## config.mk

```make
export PLATFORM = sky130hd
export DESIGN_NAME = sli_status_led_indicator
export DESIGN_NICKNAME = d
export VERILOG_FILES = /design/src/include/sli_pkg.sv /design/src/sli_pulse_timer.sv /design/src/sli_blinker.sv /design/src/sli_status_led_indicator.sv
export VERILOG_INCLUDE_DIRS = /design/src /design/src/include
export SDC_FILE = /design/constraint.sdc
export NUM_CORES = 1
export LEC_CHECK = 0
export BUFFER_PORTS_ARGS = -buffer_cell sky130_fd_sc_hd__buf_2
export CELL_PAD_IN_SITES_DETAIL_PLACEMENT = 0
export CELL_PAD_IN_SITES_GLOBAL_PLACEMENT = 1
export CORE_MARGIN = 2
export CORE_UTILIZATION = 25
export CTS_CLUSTER_SIZE = 30
export DETAILED_ROUTE_END_ITERATION = 10
export GPL_TIMING_DRIVEN = 0
export PLACE_DENSITY_LB_ADDON = 0.3
export SKIP_LAST_GASP = 1
export SLEW_MARGIN = 20
export SYNTH_ARGS = -nofsm -noshare
export SYNTH_HDL_FRONTEND = slang
export SYNTH_HIERARCHICAL = 1
export SYNTH_SLANG_ARGS = --single-unit
```

## constraint.sdc

```tcl
create_clock -name pclk -period 4.2 [get_ports pclk]
set_input_delay 1.26 -clock pclk [delete_from_list [all_inputs] [get_ports pclk]]
set_output_delay 1.26 -clock pclk [all_outputs]
set_load 0.05 [all_outputs]
```

## src/include/sli_params.svh

```systemverilog
// timing counts and register map of the status indicator block
`ifndef SLI_PARAMS_SVH
`define SLI_PARAMS_SVH

// register byte offsets
`define SLI_OFF_CTRL 12'h000
`define SLI_OFF_STATUS 12'h004
`define SLI_OFF_IRQ_STAT 12'h008
`define SLI_OFF_IRQ_MASK 12'h00C
`define SLI_OFF_LEDS 12'h010
`define SLI_OFF_LOCATE 12'h014

// control register fields
`define SLI_CTRL_INIT 0
`define SLI_CTRL_MODE_CHG 1
`define SLI_CTRL_FW_UPD 2
`define SLI_CTRL_FORCE_EN 3
`define SLI_CTRL_FORCE_625 4
`define SLI_CTRL_CFG_ERR 5
`define SLI_CTRL_RESET 32'h0000_0001

// interrupt status bits
`define SLI_IRQ_FAULT 0
`define SLI_IRQ_STD_CHG 1
`define SLI_IRQ_VID_CHG 2
`define SLI_IRQ_LOCATE 3
`define SLI_IRQ_WIDTH 4

// timing in milliseconds and derived cycle counts at 250 MHz
`define SLI_CLK_KHZ 250000
`define SLI_SHORT_MS 50
`define SLI_LONG_MS 2000
`define SLI_BLINK_MS 250
`define SLI_SHORT_CYC (`SLI_SHORT_MS * `SLI_CLK_KHZ)
`define SLI_LONG_CYC (`SLI_LONG_MS * `SLI_CLK_KHZ)
`define SLI_BLINK_CYC (`SLI_BLINK_MS * `SLI_CLK_KHZ)

`endif

```

## src/include/sli_pkg.sv

```systemverilog
// types shared by the status indicator block
package sli_pkg;

    // detected standard of the input
    typedef enum logic [1:0] {
        sli_std_none,
        sli_std_525,
        sli_std_625
    } sli_std_t;

    // group of indicator drive levels
    typedef struct packed {
        logic fault_indicator;
        logic bus_activity_indicator;
        logic setup_activity_indicator;
        logic std525_indicator;
        logic forced_standard_indicator;
        logic std625_indicator;
        logic video_present_indicator;
        logic upper_bank_indicator;
    } sli_leds_t;

    // conditions sensed outside the module, fed in on the cond port
    typedef struct packed {
        logic cpu_fault;
        logic logic_cfg_fault;
        logic input_cfg_err;
        logic bus_traffic;
        logic locate_cmd;
        logic toggle_held;
        sli_std_t det_std;
        logic sync_valid;
        logic bank_upper;
    } sli_cond_t;

endpackage : sli_pkg

```

## src/sli_pulse_timer.sv

```systemverilog
// retriggerable one-shot that holds its output for a set count
`timescale 1ns/1ns
module sli_pulse_timer
    import sli_pkg::*;
#(
    parameter int CW = 32,
    parameter logic [CW-1:0] COUNT = 100
) (
    // clock and reset
    input wire logic pclk,
    input wire logic presetn,
    // trigger and output
    input wire logic trigger,
    output logic active
);
    // elaboration check: a zero count would never light the output
    if (COUNT == '0) begin : g_bad_count
        $error("sli_pulse_timer: count must be nonzero");
    end

    logic [CW-1:0] remain;
    wire logic [CW-1:0] next_remain = trigger ? COUNT :
        (remain != '0) ? remain - 1'b1 : remain;

    // countdown, restarted by each trigger
    always_ff @(posedge pclk or negedge presetn) begin
        if (!presetn) remain <= '0;
        else remain <= next_remain;
    end

    assign active = (remain != '0);
endmodule : sli_pulse_timer

```

## src/sli_blinker.sv

```systemverilog
// square-wave blinker whose half period is set by a load value
`timescale 1ns/1ns
module sli_blinker
    import sli_pkg::*;
#(
    parameter int CW = 32
) (
    // clock and reset
    input wire logic pclk,
    input wire logic presetn,
    // half period in cycles and phase output
    input wire logic [CW-1:0] half_period,
    output logic phase
);
    logic [CW-1:0] cnt;
    wire logic wrap = (cnt >= half_period);

    // free-running counter toggles the phase on wrap
    always_ff @(posedge pclk or negedge presetn) begin
        if (!presetn) begin
            cnt <= '0;
            phase <= 1'b0;
        end else begin
            cnt <= wrap ? '0 : cnt + 1'b1;
            phase <= wrap ? ~phase : phase;
        end
    end
endmodule : sli_blinker

```

## src/sli_status_led_indicator.sv

```systemverilog
// front-panel status indicator logic with an apb register file
//
// The address map and register access over APB were left to the implementer.
`timescale 1ns/1ns
`include "sli_params.svh"

// Behaviour
// - fault steady on processor/logic configuration fault
// - fault blinks on input/settings configuration problem
// - bus indicator dark without bus traffic
// - bus indicator long blink on locate
// - bus indicator short blinks during traffic
// - setup steady while initializing, changing, updating
// - setup blinks, faster the longer toggle held
// - 525 steady on 525 input, else dark
// - 525 blinks if forced but input 625
// - 625 steady on 625 input, else dark
// - 625 blinks if forced but input 525
// - forced indicator lit when standard forced
// - auto mode indicators follow detected standard
// - video present only with valid sync
// - upper bank indicator follows second bank
module sli_status_led_indicator
    import sli_pkg::*;
#(
    parameter int CW = 32,
    parameter logic [CW-1:0] SHORT_CYC = CW'(`SLI_SHORT_CYC),
    parameter logic [CW-1:0] LONG_CYC = CW'(`SLI_LONG_CYC),
    parameter logic [CW-1:0] BLINK_CYC = CW'(`SLI_BLINK_CYC),
    parameter logic [CW-1:0] HOLD_STEP_CYC = CW'(`SLI_BLINK_CYC)
) (
    // clock and reset
    input wire logic pclk,
    input wire logic presetn,
    // apb slave
    input wire logic psel,
    input wire logic penable,
    input wire logic pwrite,
    input wire logic [11:0] paddr,
    input wire logic [31:0] pwdata,
    input wire logic [3:0] pstrb,
    output logic [31:0] prdata,
    output logic pready,
    output logic pslverr,
    // sensed conditions
    input wire sli_cond_t cond,
    // indicator drives and interrupt
    output sli_leds_t leds,
    output logic irq
);
    // elaboration checks on the counter width and timing counts
    if (CW < 8 || CW > 32) begin : g_bad_cw
        $error("sli: counter width out of range");
    end
    if (LONG_CYC <= SHORT_CYC) begin : g_bad_long
        $error("sli: long blink must exceed short");
    end
    if (BLINK_CYC < 4) begin : g_bad_blink
        $error("sli: blink period too small");
    end

    // ------------------------------------------------------------
    // apb decode
    // ------------------------------------------------------------
    logic [31:0] ctrl;
    logic [`SLI_IRQ_WIDTH-1:0] irq_stat;
    logic [`SLI_IRQ_WIDTH-1:0] irq_mask;
    logic sw_locate;

    // access phase strobes; slave answers with no wait state
    wire logic access = psel && penable;
    wire logic wr_en = access && pwrite;
    wire logic rd_en = access && !pwrite;
    wire logic hit_ctrl = (paddr == `SLI_OFF_CTRL);
    wire logic hit_status = (paddr == `SLI_OFF_STATUS);
    wire logic hit_istat = (paddr == `SLI_OFF_IRQ_STAT);
    wire logic hit_imask = (paddr == `SLI_OFF_IRQ_MASK);
    wire logic hit_leds = (paddr == `SLI_OFF_LEDS);
    wire logic hit_locate = (paddr == `SLI_OFF_LOCATE);
    wire logic mapped = hit_ctrl | hit_status | hit_istat | hit_imask | hit_leds | hit_locate;

    assign pready = 1'b1;
    assign pslverr = access && !mapped;

    // byte-lane merge of write data into an old word
    function automatic logic [31:0] merge(input logic [31:0] old, input logic [31:0] wd,
                                          input logic [3:0] be);
        logic [31:0] r;
        r = old;
        for (int i = 0; i < 4; i++) begin
            if (be[i]) r[i*8 +: 8] = wd[i*8 +: 8];
        end
        return r;
    endfunction : merge

    // ------------------------------------------------------------
    // control register
    // ------------------------------------------------------------
    wire logic [31:0] next_ctrl = (wr_en && hit_ctrl) ? merge(ctrl, pwdata, pstrb) : ctrl;
    wire logic [31:0] wmask = merge(32'h0000_0000, pwdata, pstrb);

    // software-held mode bits and forcing
    always_ff @(posedge pclk or negedge presetn) begin
        if (!presetn) ctrl <= `SLI_CTRL_RESET;
        else ctrl <= next_ctrl;
    end

    // software locate request, one-cycle pulse
    always_ff @(posedge pclk or negedge presetn) begin
        if (!presetn) sw_locate <= 1'b0;
        else sw_locate <= wr_en && hit_locate && pwdata[0];
    end

    wire logic setup_busy = ctrl[`SLI_CTRL_INIT] | ctrl[`SLI_CTRL_MODE_CHG]
                          | ctrl[`SLI_CTRL_FW_UPD];
    wire logic force_en = ctrl[`SLI_CTRL_FORCE_EN];
    wire logic force_625 = ctrl[`SLI_CTRL_FORCE_625];
    wire logic cfg_err = ctrl[`SLI_CTRL_CFG_ERR] | cond.input_cfg_err;

    // ------------------------------------------------------------
    // timers and blink sources
    // ------------------------------------------------------------
    logic slow_phase;
    logic short_on;
    logic long_on;
    logic toggle_phase;
    logic traffic_q;
    wire logic locate_evt = cond.locate_cmd | sw_locate;
    wire logic traffic_rise = cond.bus_traffic && !traffic_q;

    // steady blink for fault and standard mismatch
    sli_blinker #(.CW(CW)) u_slow (
        .pclk(pclk),
        .presetn(presetn),
        .half_period(BLINK_CYC),
        .phase(slow_phase)
    );

    // short flash retriggered while traffic runs
    sli_pulse_timer #(.CW(CW), .COUNT(SHORT_CYC)) u_short (
        .pclk(pclk),
        .presetn(presetn),
        .trigger(traffic_rise),
        .active(short_on)
    );

    // long flash on a locate command
    sli_pulse_timer #(.CW(CW), .COUNT(LONG_CYC)) u_long (
        .pclk(pclk),
        .presetn(presetn),
        .trigger(locate_evt),
        .active(long_on)
    );

    // traffic edge memory; clears when the short flash ends, so ongoing traffic starts a new one
    always_ff @(posedge pclk or negedge presetn) begin
        if (!presetn) traffic_q <= 1'b0;
        else traffic_q <= cond.bus_traffic && short_on;
    end

    // ------------------------------------------------------------
    // toggle hold acceleration
    // ------------------------------------------------------------
    logic [CW-1:0] hold_cnt;
    logic [1:0] speed;
    wire logic hold_step = (hold_cnt >= HOLD_STEP_CYC);
    wire logic [1:0] next_speed = !cond.toggle_held ? 2'b00 :
        (hold_step && speed != 2'b11) ? speed + 2'b01 : speed;
    wire logic [CW-1:0] toggle_half = BLINK_CYC >> speed;

    // hold timer steps the speed up the longer the switch is held
    always_ff @(posedge pclk or negedge presetn) begin
        if (!presetn) begin
            hold_cnt <= '0;
            speed <= 2'b00;
        end else begin
            hold_cnt <= (!cond.toggle_held || hold_step) ? '0 : hold_cnt + 1'b1;
            speed <= next_speed;
        end
    end

    // adjustment rate blink, half period is the blink count shifted right by speed
    sli_blinker #(.CW(CW)) u_toggle (
        .pclk(pclk),
        .presetn(presetn),
        .half_period(toggle_half),
        .phase(toggle_phase)
    );

    // ------------------------------------------------------------
    // indicator decode
    // ------------------------------------------------------------
    wire logic hard_fault = cond.cpu_fault | cond.logic_cfg_fault;
    wire logic is525 = (cond.det_std == sli_std_525);
    wire logic is625 = (cond.det_std == sli_std_625);
    wire logic mism525 = force_en && !force_625 && is625;
    wire logic mism625 = force_en && force_625 && is525;
    sli_leds_t next_leds;

    assign next_leds.fault_indicator = hard_fault ? 1'b1
        : cfg_err ? slow_phase : 1'b0;
    assign next_leds.bus_activity_indicator = long_on ? 1'b1
        : (cond.bus_traffic || short_on) ? short_on
        : 1'b0;
    assign next_leds.setup_activity_indicator = setup_busy ? 1'b1
        : cond.toggle_held ? toggle_phase : 1'b0;
    assign next_leds.std525_indicator = mism525 ? slow_phase
        : is525;
    assign next_leds.std625_indicator = mism625 ? slow_phase
        : is625;
    assign next_leds.forced_standard_indicator = force_en;
    assign next_leds.video_present_indicator = (cond.det_std != sli_std_none)
        && cond.sync_valid;
    assign next_leds.upper_bank_indicator = cond.bank_upper;

    // registered indicator drives
    always_ff @(posedge pclk or negedge presetn) begin
        if (!presetn) leds <= '0;
        else leds <= next_leds;
    end

    // ------------------------------------------------------------
    // interrupts
    // ------------------------------------------------------------
    logic [1:0] std_q;
    logic vid_q;
    logic fault_q;
    wire logic fault_now = hard_fault | cfg_err;
    wire logic [`SLI_IRQ_WIDTH-1:0] events = {
        locate_evt,
        next_leds.video_present_indicator != vid_q,
        cond.det_std != sli_std_t'(std_q),
        fault_now && !fault_q
    };
    wire logic [`SLI_IRQ_WIDTH-1:0] w1c = (wr_en && hit_istat) ?
        wmask[`SLI_IRQ_WIDTH-1:0] : '0;
    wire logic [`SLI_IRQ_WIDTH-1:0] next_irq_stat = (irq_stat & ~w1c) | events;

    // sticky status, set wins over clear; mask register
    always_ff @(posedge pclk or negedge presetn) begin
        if (!presetn) begin
            irq_stat <= '0;
            irq_mask <= '0;
            std_q <= 2'b00;
            vid_q <= 1'b0;
            fault_q <= 1'b0;
        end else begin
            irq_stat <= next_irq_stat;
            irq_mask <= (wr_en && hit_imask) ? wmask[`SLI_IRQ_WIDTH-1:0] : irq_mask;
            std_q <= cond.det_std;
            vid_q <= next_leds.video_present_indicator;
            fault_q <= fault_now;
        end
    end

    assign irq = |(irq_stat & irq_mask);

    // ------------------------------------------------------------
    // read data
    // ------------------------------------------------------------
    wire logic [31:0] status_word = {21'h0, speed, fault_now, long_on, short_on,
                                      cond.bank_upper, cond.sync_valid, cond.det_std,
                                      hard_fault, cfg_err};
    wire logic [31:0] next_prdata =
        !rd_en ? 32'h0000_0000 :
        hit_ctrl ? ctrl :
        hit_status ? status_word :
        hit_istat ? {28'h0, irq_stat} :
        hit_imask ? {28'h0, irq_mask} :
        hit_leds ? {24'h0, leds} : 32'h0000_0000;

    // read data is taken at the access edge, combinational from state
    assign prdata = next_prdata;

endmodule : sli_status_led_indicator

```

Word-level counts from Yosys, hierarchy flattened
Index checks and enable logic that the tools add are counted.
{"block": "classes", "muxes": 25, "div_mod_pow": 0, "magnitude_cmp": 3, "n_reduce_logical": 37, "mul": 0, "n_addsub": 6, "eq_ne": 11, "bitwise": 17, "n_shift": 1}
{"operator": "32-bit two-way mux", "n": 9}
{"operator": "32-bit by 1-bit adder with 32-bit output (second input constant)", "n": 3}
{"operator": "32-bit by 26-bit >= comparator with 1-bit output (second input constant)", "n": 2}
{"operator": "32-bit nonzero test", "n": 2}
{"operator": "32-bit by 1-bit subtractor with 32-bit output (second input constant)", "n": 2}
{"operator": "32-bit >= comparator", "n": 1}
{"operator": "26-bit by 2-bit right shift with 32-bit output (first input constant)", "n": 1}
{"operator": "12-bit by 4-bit equality test with 1-bit output (second input constant)", "n": 2}
{"operator": "12-bit by 5-bit equality test with 1-bit output (second input constant)", "n": 2}
{"operator": "8-bit two-way mux", "n": 3}
{"operator": "1-bit logical AND", "n": 18}
{"operator": "12-bit by 3-bit equality test with 1-bit output (second input constant)", "n": 1}
{"operator": "12-bit logical NOT", "n": 1}
{"operator": "11-bit two-way mux", "n": 1}
{"operator": "1-bit OR", "n": 11}
{"operator": "4-bit AND", "n": 2}
{"operator": "1-bit two-way mux", "n": 8}
{"operator": "4-bit two-way mux", "n": 2}
{"operator": "2-bit AND reduction", "n": 4}
{"operator": "1-bit logical NOT", "n": 6}
{"operator": "2-bit nonzero test", "n": 3}
{"operator": "2-bit two-way mux", "n": 2}
{"operator": "4-bit inverter", "n": 1}
{"operator": "4-bit OR", "n": 1}
{"operator": "other kinds (10)", "n": 12}
{"block": "totals", "n_memories": 0, "inputBits": 63, "latchBits": 0, "mem_bits_rw": 0, "regBits": 217, "mem_bits_ro": 0, "output_inout_bits": 43}

Depth between registers and ports, before layout
{"block": "logic_depth", "ltp_word": 8, "mapped_depth": 11, "ltp_nobuf": 10}

Cells and area by module
Netlist, hierarchy kept.
{"mod": "sli_status_led_indicator", "cells_per_inst": 442, "n_inst": 1, "seq_area_each_um2": 2178.3, "area_per_inst_um2": 4539.4}
{"mod": "sli_blinker (u_toggle)", "cells_per_inst": 284, "n_inst": 1, "seq_area_each_um2": 825.8, "area_per_inst_um2": 2663.8}
{"mod": "sli_blinker (u_slow)", "cells_per_inst": 277, "n_inst": 1, "seq_area_each_um2": 825.8, "area_per_inst_um2": 2539.9}
{"mod": "sli_pulse_timer (u_short)", "cells_per_inst": 181, "n_inst": 1, "seq_area_each_um2": 800.8, "area_per_inst_um2": 1761.7}
{"mod": "sli_pulse_timer (u_long)", "cells_per_inst": 184, "n_inst": 1, "seq_area_each_um2": 800.8, "area_per_inst_um2": 1747.9}

Worst setup path after synthesis
OpenSTA, ideal clock, no wires.
{"block": "synth_path", "path_kind": "input -> output", "startpoint": "in paddr[4]", "endpoint": "out prdata[8]", "required_time_ps": 2940, "arrival_ps": 3668, "path_buffers": 1, "path_stages": 5, "slack_ps": -728, "path_cell_list": "or4_1 -> buf_6 -> nor3_1 -> nand2_1 -> a211oi_1"}
{"block": "synth_via", "elab_chain_len": 4, "word_cells_on_any_way": 5, "cone_classes": "1 x eq/ne; 3 x mux; 1 x reduce/logical"}
{"item": "start, declared", "line": "sli_status_led_indicator.sv:39", "rtl": "input wire logic [11:0] paddr,"}
{"item": "12-bit by 3-bit equality test with 1-bit output (no line)"}
{"item": "11-bit two-way mux", "line": "sli_status_led_indicator.sv:267", "rtl": "hit_status ? status_word :"}
{"item": "32-bit two-way mux *", "line": "sli_status_led_indicator.sv:266", "rtl": "hit_ctrl ? ctrl :"}
{"item": "32-bit two-way mux *", "line": "sli_status_led_indicator.sv:265", "rtl": "!rd_en ? 32'h0000_0000 :"}
{"item": "end, declared", "line": "sli_status_led_indicator.sv:42", "rtl": "output logic [31:0] prdata,"}
Mark *: on every way between the ends. The rest lies on a longest branch, timed or not.

Worst setup path after layout
{"block": "layout_path", "startpoint": "in paddr[6]", "endpoint": "out prdata[3]"}
{"block": "layout_via", "elab_chain_len": 7, "word_cells_on_any_way": 11, "cone_classes": "4 x eq/ne; 6 x mux; 1 x reduce/logical"}
{"item": "12-bit by 5-bit equality test with 1-bit output (no line)"}
{"item": "8-bit two-way mux", "line": "sli_status_led_indicator.sv:270", "rtl": "hit_leds ? {24'h0, leds} : 32'h0000_0000;"}
{"item": "8-bit two-way mux", "line": "sli_status_led_indicator.sv:269", "rtl": "hit_imask ? {28'h0, irq_mask} :"}
{"item": "8-bit two-way mux", "line": "sli_status_led_indicator.sv:268", "rtl": "hit_istat ? {28'h0, irq_stat} :"}
{"item": "11-bit two-way mux", "line": "sli_status_led_indicator.sv:267"}
{"item": "32-bit two-way mux *", "line": "sli_status_led_indicator.sv:266"}
{"item": "32-bit two-way mux *", "line": "sli_status_led_indicator.sv:265"}
Marked as above.

==> metrics <==
TritonCTS clock tree=yes; Clock Latency Late Sink=0.56 ns; violated checks=negative setup slack; gr ovfl total=0; CP max-delay cell=or4_4; Arr. time, crit path=between 3 and 4 ns; worst reg2reg setup slack=between 1 and 1.5 ns; EDFF count, synth=0; Worst Path Required=2.94 ns; CP Launch Type=primary input; Peak Freq=228.9 MHz; crit-path max cell delay=0.62 ns; clock share of power=0.398; CP Max Fanout=5; type of the tightest min-delay check=flip-flop to flip-flop; Finished Layout Cells=about 2300; global-route wire length before repair=58.57 mm; Compound-Gate Fraction of Synth Area=0.1117; chip width=around 230 um; Least-Margin Pin Slew=0.7871 ns; Tmin final=4.369 ns; filler cell count=5419; initial antenna violation count=2; Clock Tree Root=clkbuf_16; Post-CTS Hold Buffers=0; Final Cell Area=16410 um^2; DR pass1 iterations=6; Ys Warns=6; status=complete, but fails checks; # setup viols final=8; Max VDD drop=between 0.2 and 0.25 mV; Placed Area=15030 um^2; combinational share of power=0.188; final worst path period share=1.040; Die ar.=approximately 55000 um^2; CP Class=primary input to output port; Via-to-Cell Ratio=4.703; Vias=10650; GRT Overall Usage=0.1320; register area=5431 um^2; post-DP HPWL=26.27 mm; RSZ-0062 raised after global routing=true; Seq/Total Area, Yosys=0.4098; core area=52450 um^2; sequential share of power=0.414; Yosys cell types=87; nets@finish=1695; area of the multi-input gates=7591 um^2; area share of fa/ha/maj cells after synthesis=0.07364; DRC viols=0; Initial Utilization=0.2527; asr flop ratio synth=1.000; Power Dens Cells=383.4 nW/um^2; I/O pin cnt=106; largest net degree at the start of global routing=93; GPL Wtd Cong=0.7882; drt total wl=between 30 and 40 mm; die height=~230 um; XOR/XNOR Fraction of Synth Area=0.06807; row count=84; DR iter-0 viols=621; switching power total=1.925 mW; Slew Viols, Final=0; PnR worst setup slack=-0.1695 ns; sw frac=0.3060; maxcap violations=0; # port buffers=104; clk sinks=217; Max clock buf depth=3; Clock Pin Slew Worst Setup and Hold Paths=roughly 0.06 ns; Crit. End Element=output port; routed len/inst=15.84 um; Final TNS setup=-1.121 ns; Final ANT Viol Nets=0; post-synthesis mux area share=0.03323; H-tree level count=1; CP cell instances=buf_6 > or4_4 > or4_4 > buf_12 > o21ai_4 > nor3_4 > buf_6; flops & latches, synth=approximately 220; Slew headroom=0.4707; Power Internal=4.366 mW; P_leak=around 7.0 nW; post-synthesis simple-gate area fraction=0.2473; Cell Area, Synth=13250 um^2; largest family of logic cells by synthesized area=simple AND/OR/NAND/NOR gates; Setup Skew=about 0.018 ns; CTS Buf Count=28; Post-Syn Instances=between 1000 and 1500; Post-synth top flop=dfrtp_1; average cell area after synthesis=9.688 um^2; placed cell count=2209; share of layout cells above drive strength 1=0.2102; Hold Vio Cnt, Final=0; Synth-to-Final Area Change=23.84%; vias in the first global route=~11000
[power by group through the flow]
| stage | clock [mW] | sequential, mW | combinational [mW] |
|---|---|---|---|
| finish | 2.50 | 2.60 | 1.19 |
| global route | 2.68 | 2.65 | 1.37 |
| CTS | 2.61 | 2.60 | 1.20 |
| detailed placement | 0 | 2.64 | 1.18 |
| global placement | 0 | 2.63 | 1.14 |
| floorplan | 0 | 2.56 | 0.866 |
[cell families after synthesis]
kind of cell	after synthesis
flip-flops	217
XOR/XNOR	103
buffers and inverters	162
other	2
AND/OR/NAND/NOR	552
multiplexers	40
AO/OA/AOI/OAI	214
adder cells (fa/ha/maj)	78
[synth_stat cells, types with 5 or more instances]
master / n / share of area
a31oi_1: 5 / 0.0024
nor2_1: 67 / 0.019
inv_1: 102 / 0.029
xor2_1: 56 / 0.037
ha_1: 78 / 0.074
o21a_1: 6 / 0.0034
xnor2_1: 47 / 0.031
nor4_2: 9 / 0.0085
mux2i_1: 8 / 0.0060
nor4_1: 22 / 0.010
nor3b_1: 7 / 0.0040
nor3_1: 91 / 0.034
mux2_2: 32 / 0.027
o211ai_1: 9 / 0.0051
buf_4: 5 / 0.0028
nand3_1: 43 / 0.016
nand4b_1: 5 / 0.0033
a211oi_1: 14 / 0.0079
nand4_1: 44 / 0.021
a21oi_1: 61 / 0.023
nand3b_1: 7 / 0.0040
and2_1: 29 / 0.014
buf_6: 13 / 0.011
clkbuf_1: 30 / 0.0085
buf_2: 10 / 0.0038
and3_1: 22 / 0.010
a21o_1: 5 / 0.0028
nand2b_1: 12 / 0.0057
dfrtp_1: 216 / 0.41
nor3_2: 10 / 0.0076
o31ai_1: 24 / 0.014
and4_1: 18 / 0.012
a32oi_1: 6 / 0.0040
or2_2: 8 / 0.0038
nand2_1: 73 / 0.021
or4_1: 22 / 0.012
o21ai_0: 45 / 0.017
or3_1: 29 / 0.014
[final cells by class]
type | instances | area share
multi-input cells | 1034 | 0.4625
clock inverters | 9 | 0.006175
plain buffers | 55 | 0.02127
clock buffers | 42 | 0.05268
inverters | 102 | 0.02333
diodes | 1 | 0.0001525
repair buffers | 116 | 0.05047
well taps | 688 | 0.05245
flip-flops and latches | 217 | 0.3309
[state kept, by name, summed over array words and instances (netlist names)]
name            cells
ctrl               32
hold_cnt           32
u_long/remain      32
u_short/remain     32
u_slow/cnt         32
u_toggle/cnt       32
leds                7
irq_mask            4
irq_stat            4
speed               2
std_q               2
fault_q             1
sw_locate           1
traffic_q           1
u_slow/phase        1
u_toggle/phase      1
vid_q               1
[cell usage in the layout, fill, tap and decap left out, types with 24 or more instances in the layout]
cell         n
nor3_1      83
dfrtp_1    216
inv_1      101
o31ai_1     24
a21oi_1     57
and2_1      29
or3_1       28
xor2_1      56
clkbuf_1    27
clkbuf_16   29
o21ai_0     36
mux2_2      32
nand4_1     44
conb_1      47
nand3_1     42
ha_1        77
buf_2       76
nand2_1     71
xnor2_1     47
buf_4       38
nor2_1      63
[worst paths after layout]
path	start	endpoint	cells after the start
min in group asynchronous	presetn	u_toggle/cnt[27]	1
max in group asynchronous	presetn	u_long/remain[2]	2
min reg2reg	ctrl[16]	ctrl[16]	1
max	paddr[6]	prdata[3]	7
max reg2reg	speed[1]	u_toggle/cnt[23]	10
min	ctrl[16]	ctrl[16]	1
[repair_timing]
action | in CTS | in global routing
gates resized for setup | 80 | 19
buffers inserted | 6 | 1
cloned | 1 | 0
setup endpoints to repair | 33 | 29
pin swaps | 8 | 5
[metal layers]
layer | part of all wire | routed length [um] | vias up | global-route usage
met1 | 0.48 | 17260 | 5177 | 0.1789
met5 | 0.00075 | 27 | - | 0
met4 | 0.013 | 456 | 4 | 0.02749
met2 | 0.46 | 16580 | 140 | 0.2208
li1 | - | - | 5290 | -
met3 | 0.043 | 1533 | 36 | 0.02140
[worst max-delay path, delay by kind of cell]
kind	cells	cell delay [ns]
and+or+nand+nor	3	1.24
AOI/OAI and AO/OA	1	0.16
buffers and inverters	3	0.45
[per-stage QoR]
step	utilization	hold WS (ns)	power (mW)	setup slack, ns
6_report	0.3129	0.4943	6.292	-0.1695
5_1_grt	0.3129	0.5091	6.706	-0.2038
4_1_cts	0.3117	0.4982	6.417	-0.2083
3_5_place_dp	0.2865	0.4848	3.817	-0.6113
3_3_place_gp	0.2848	0.4795	3.775	-2.335
2_1_floorplan	-	0.4295	3.421	-0.01361
No activity file was read; power rests on OpenSTA's default activity.
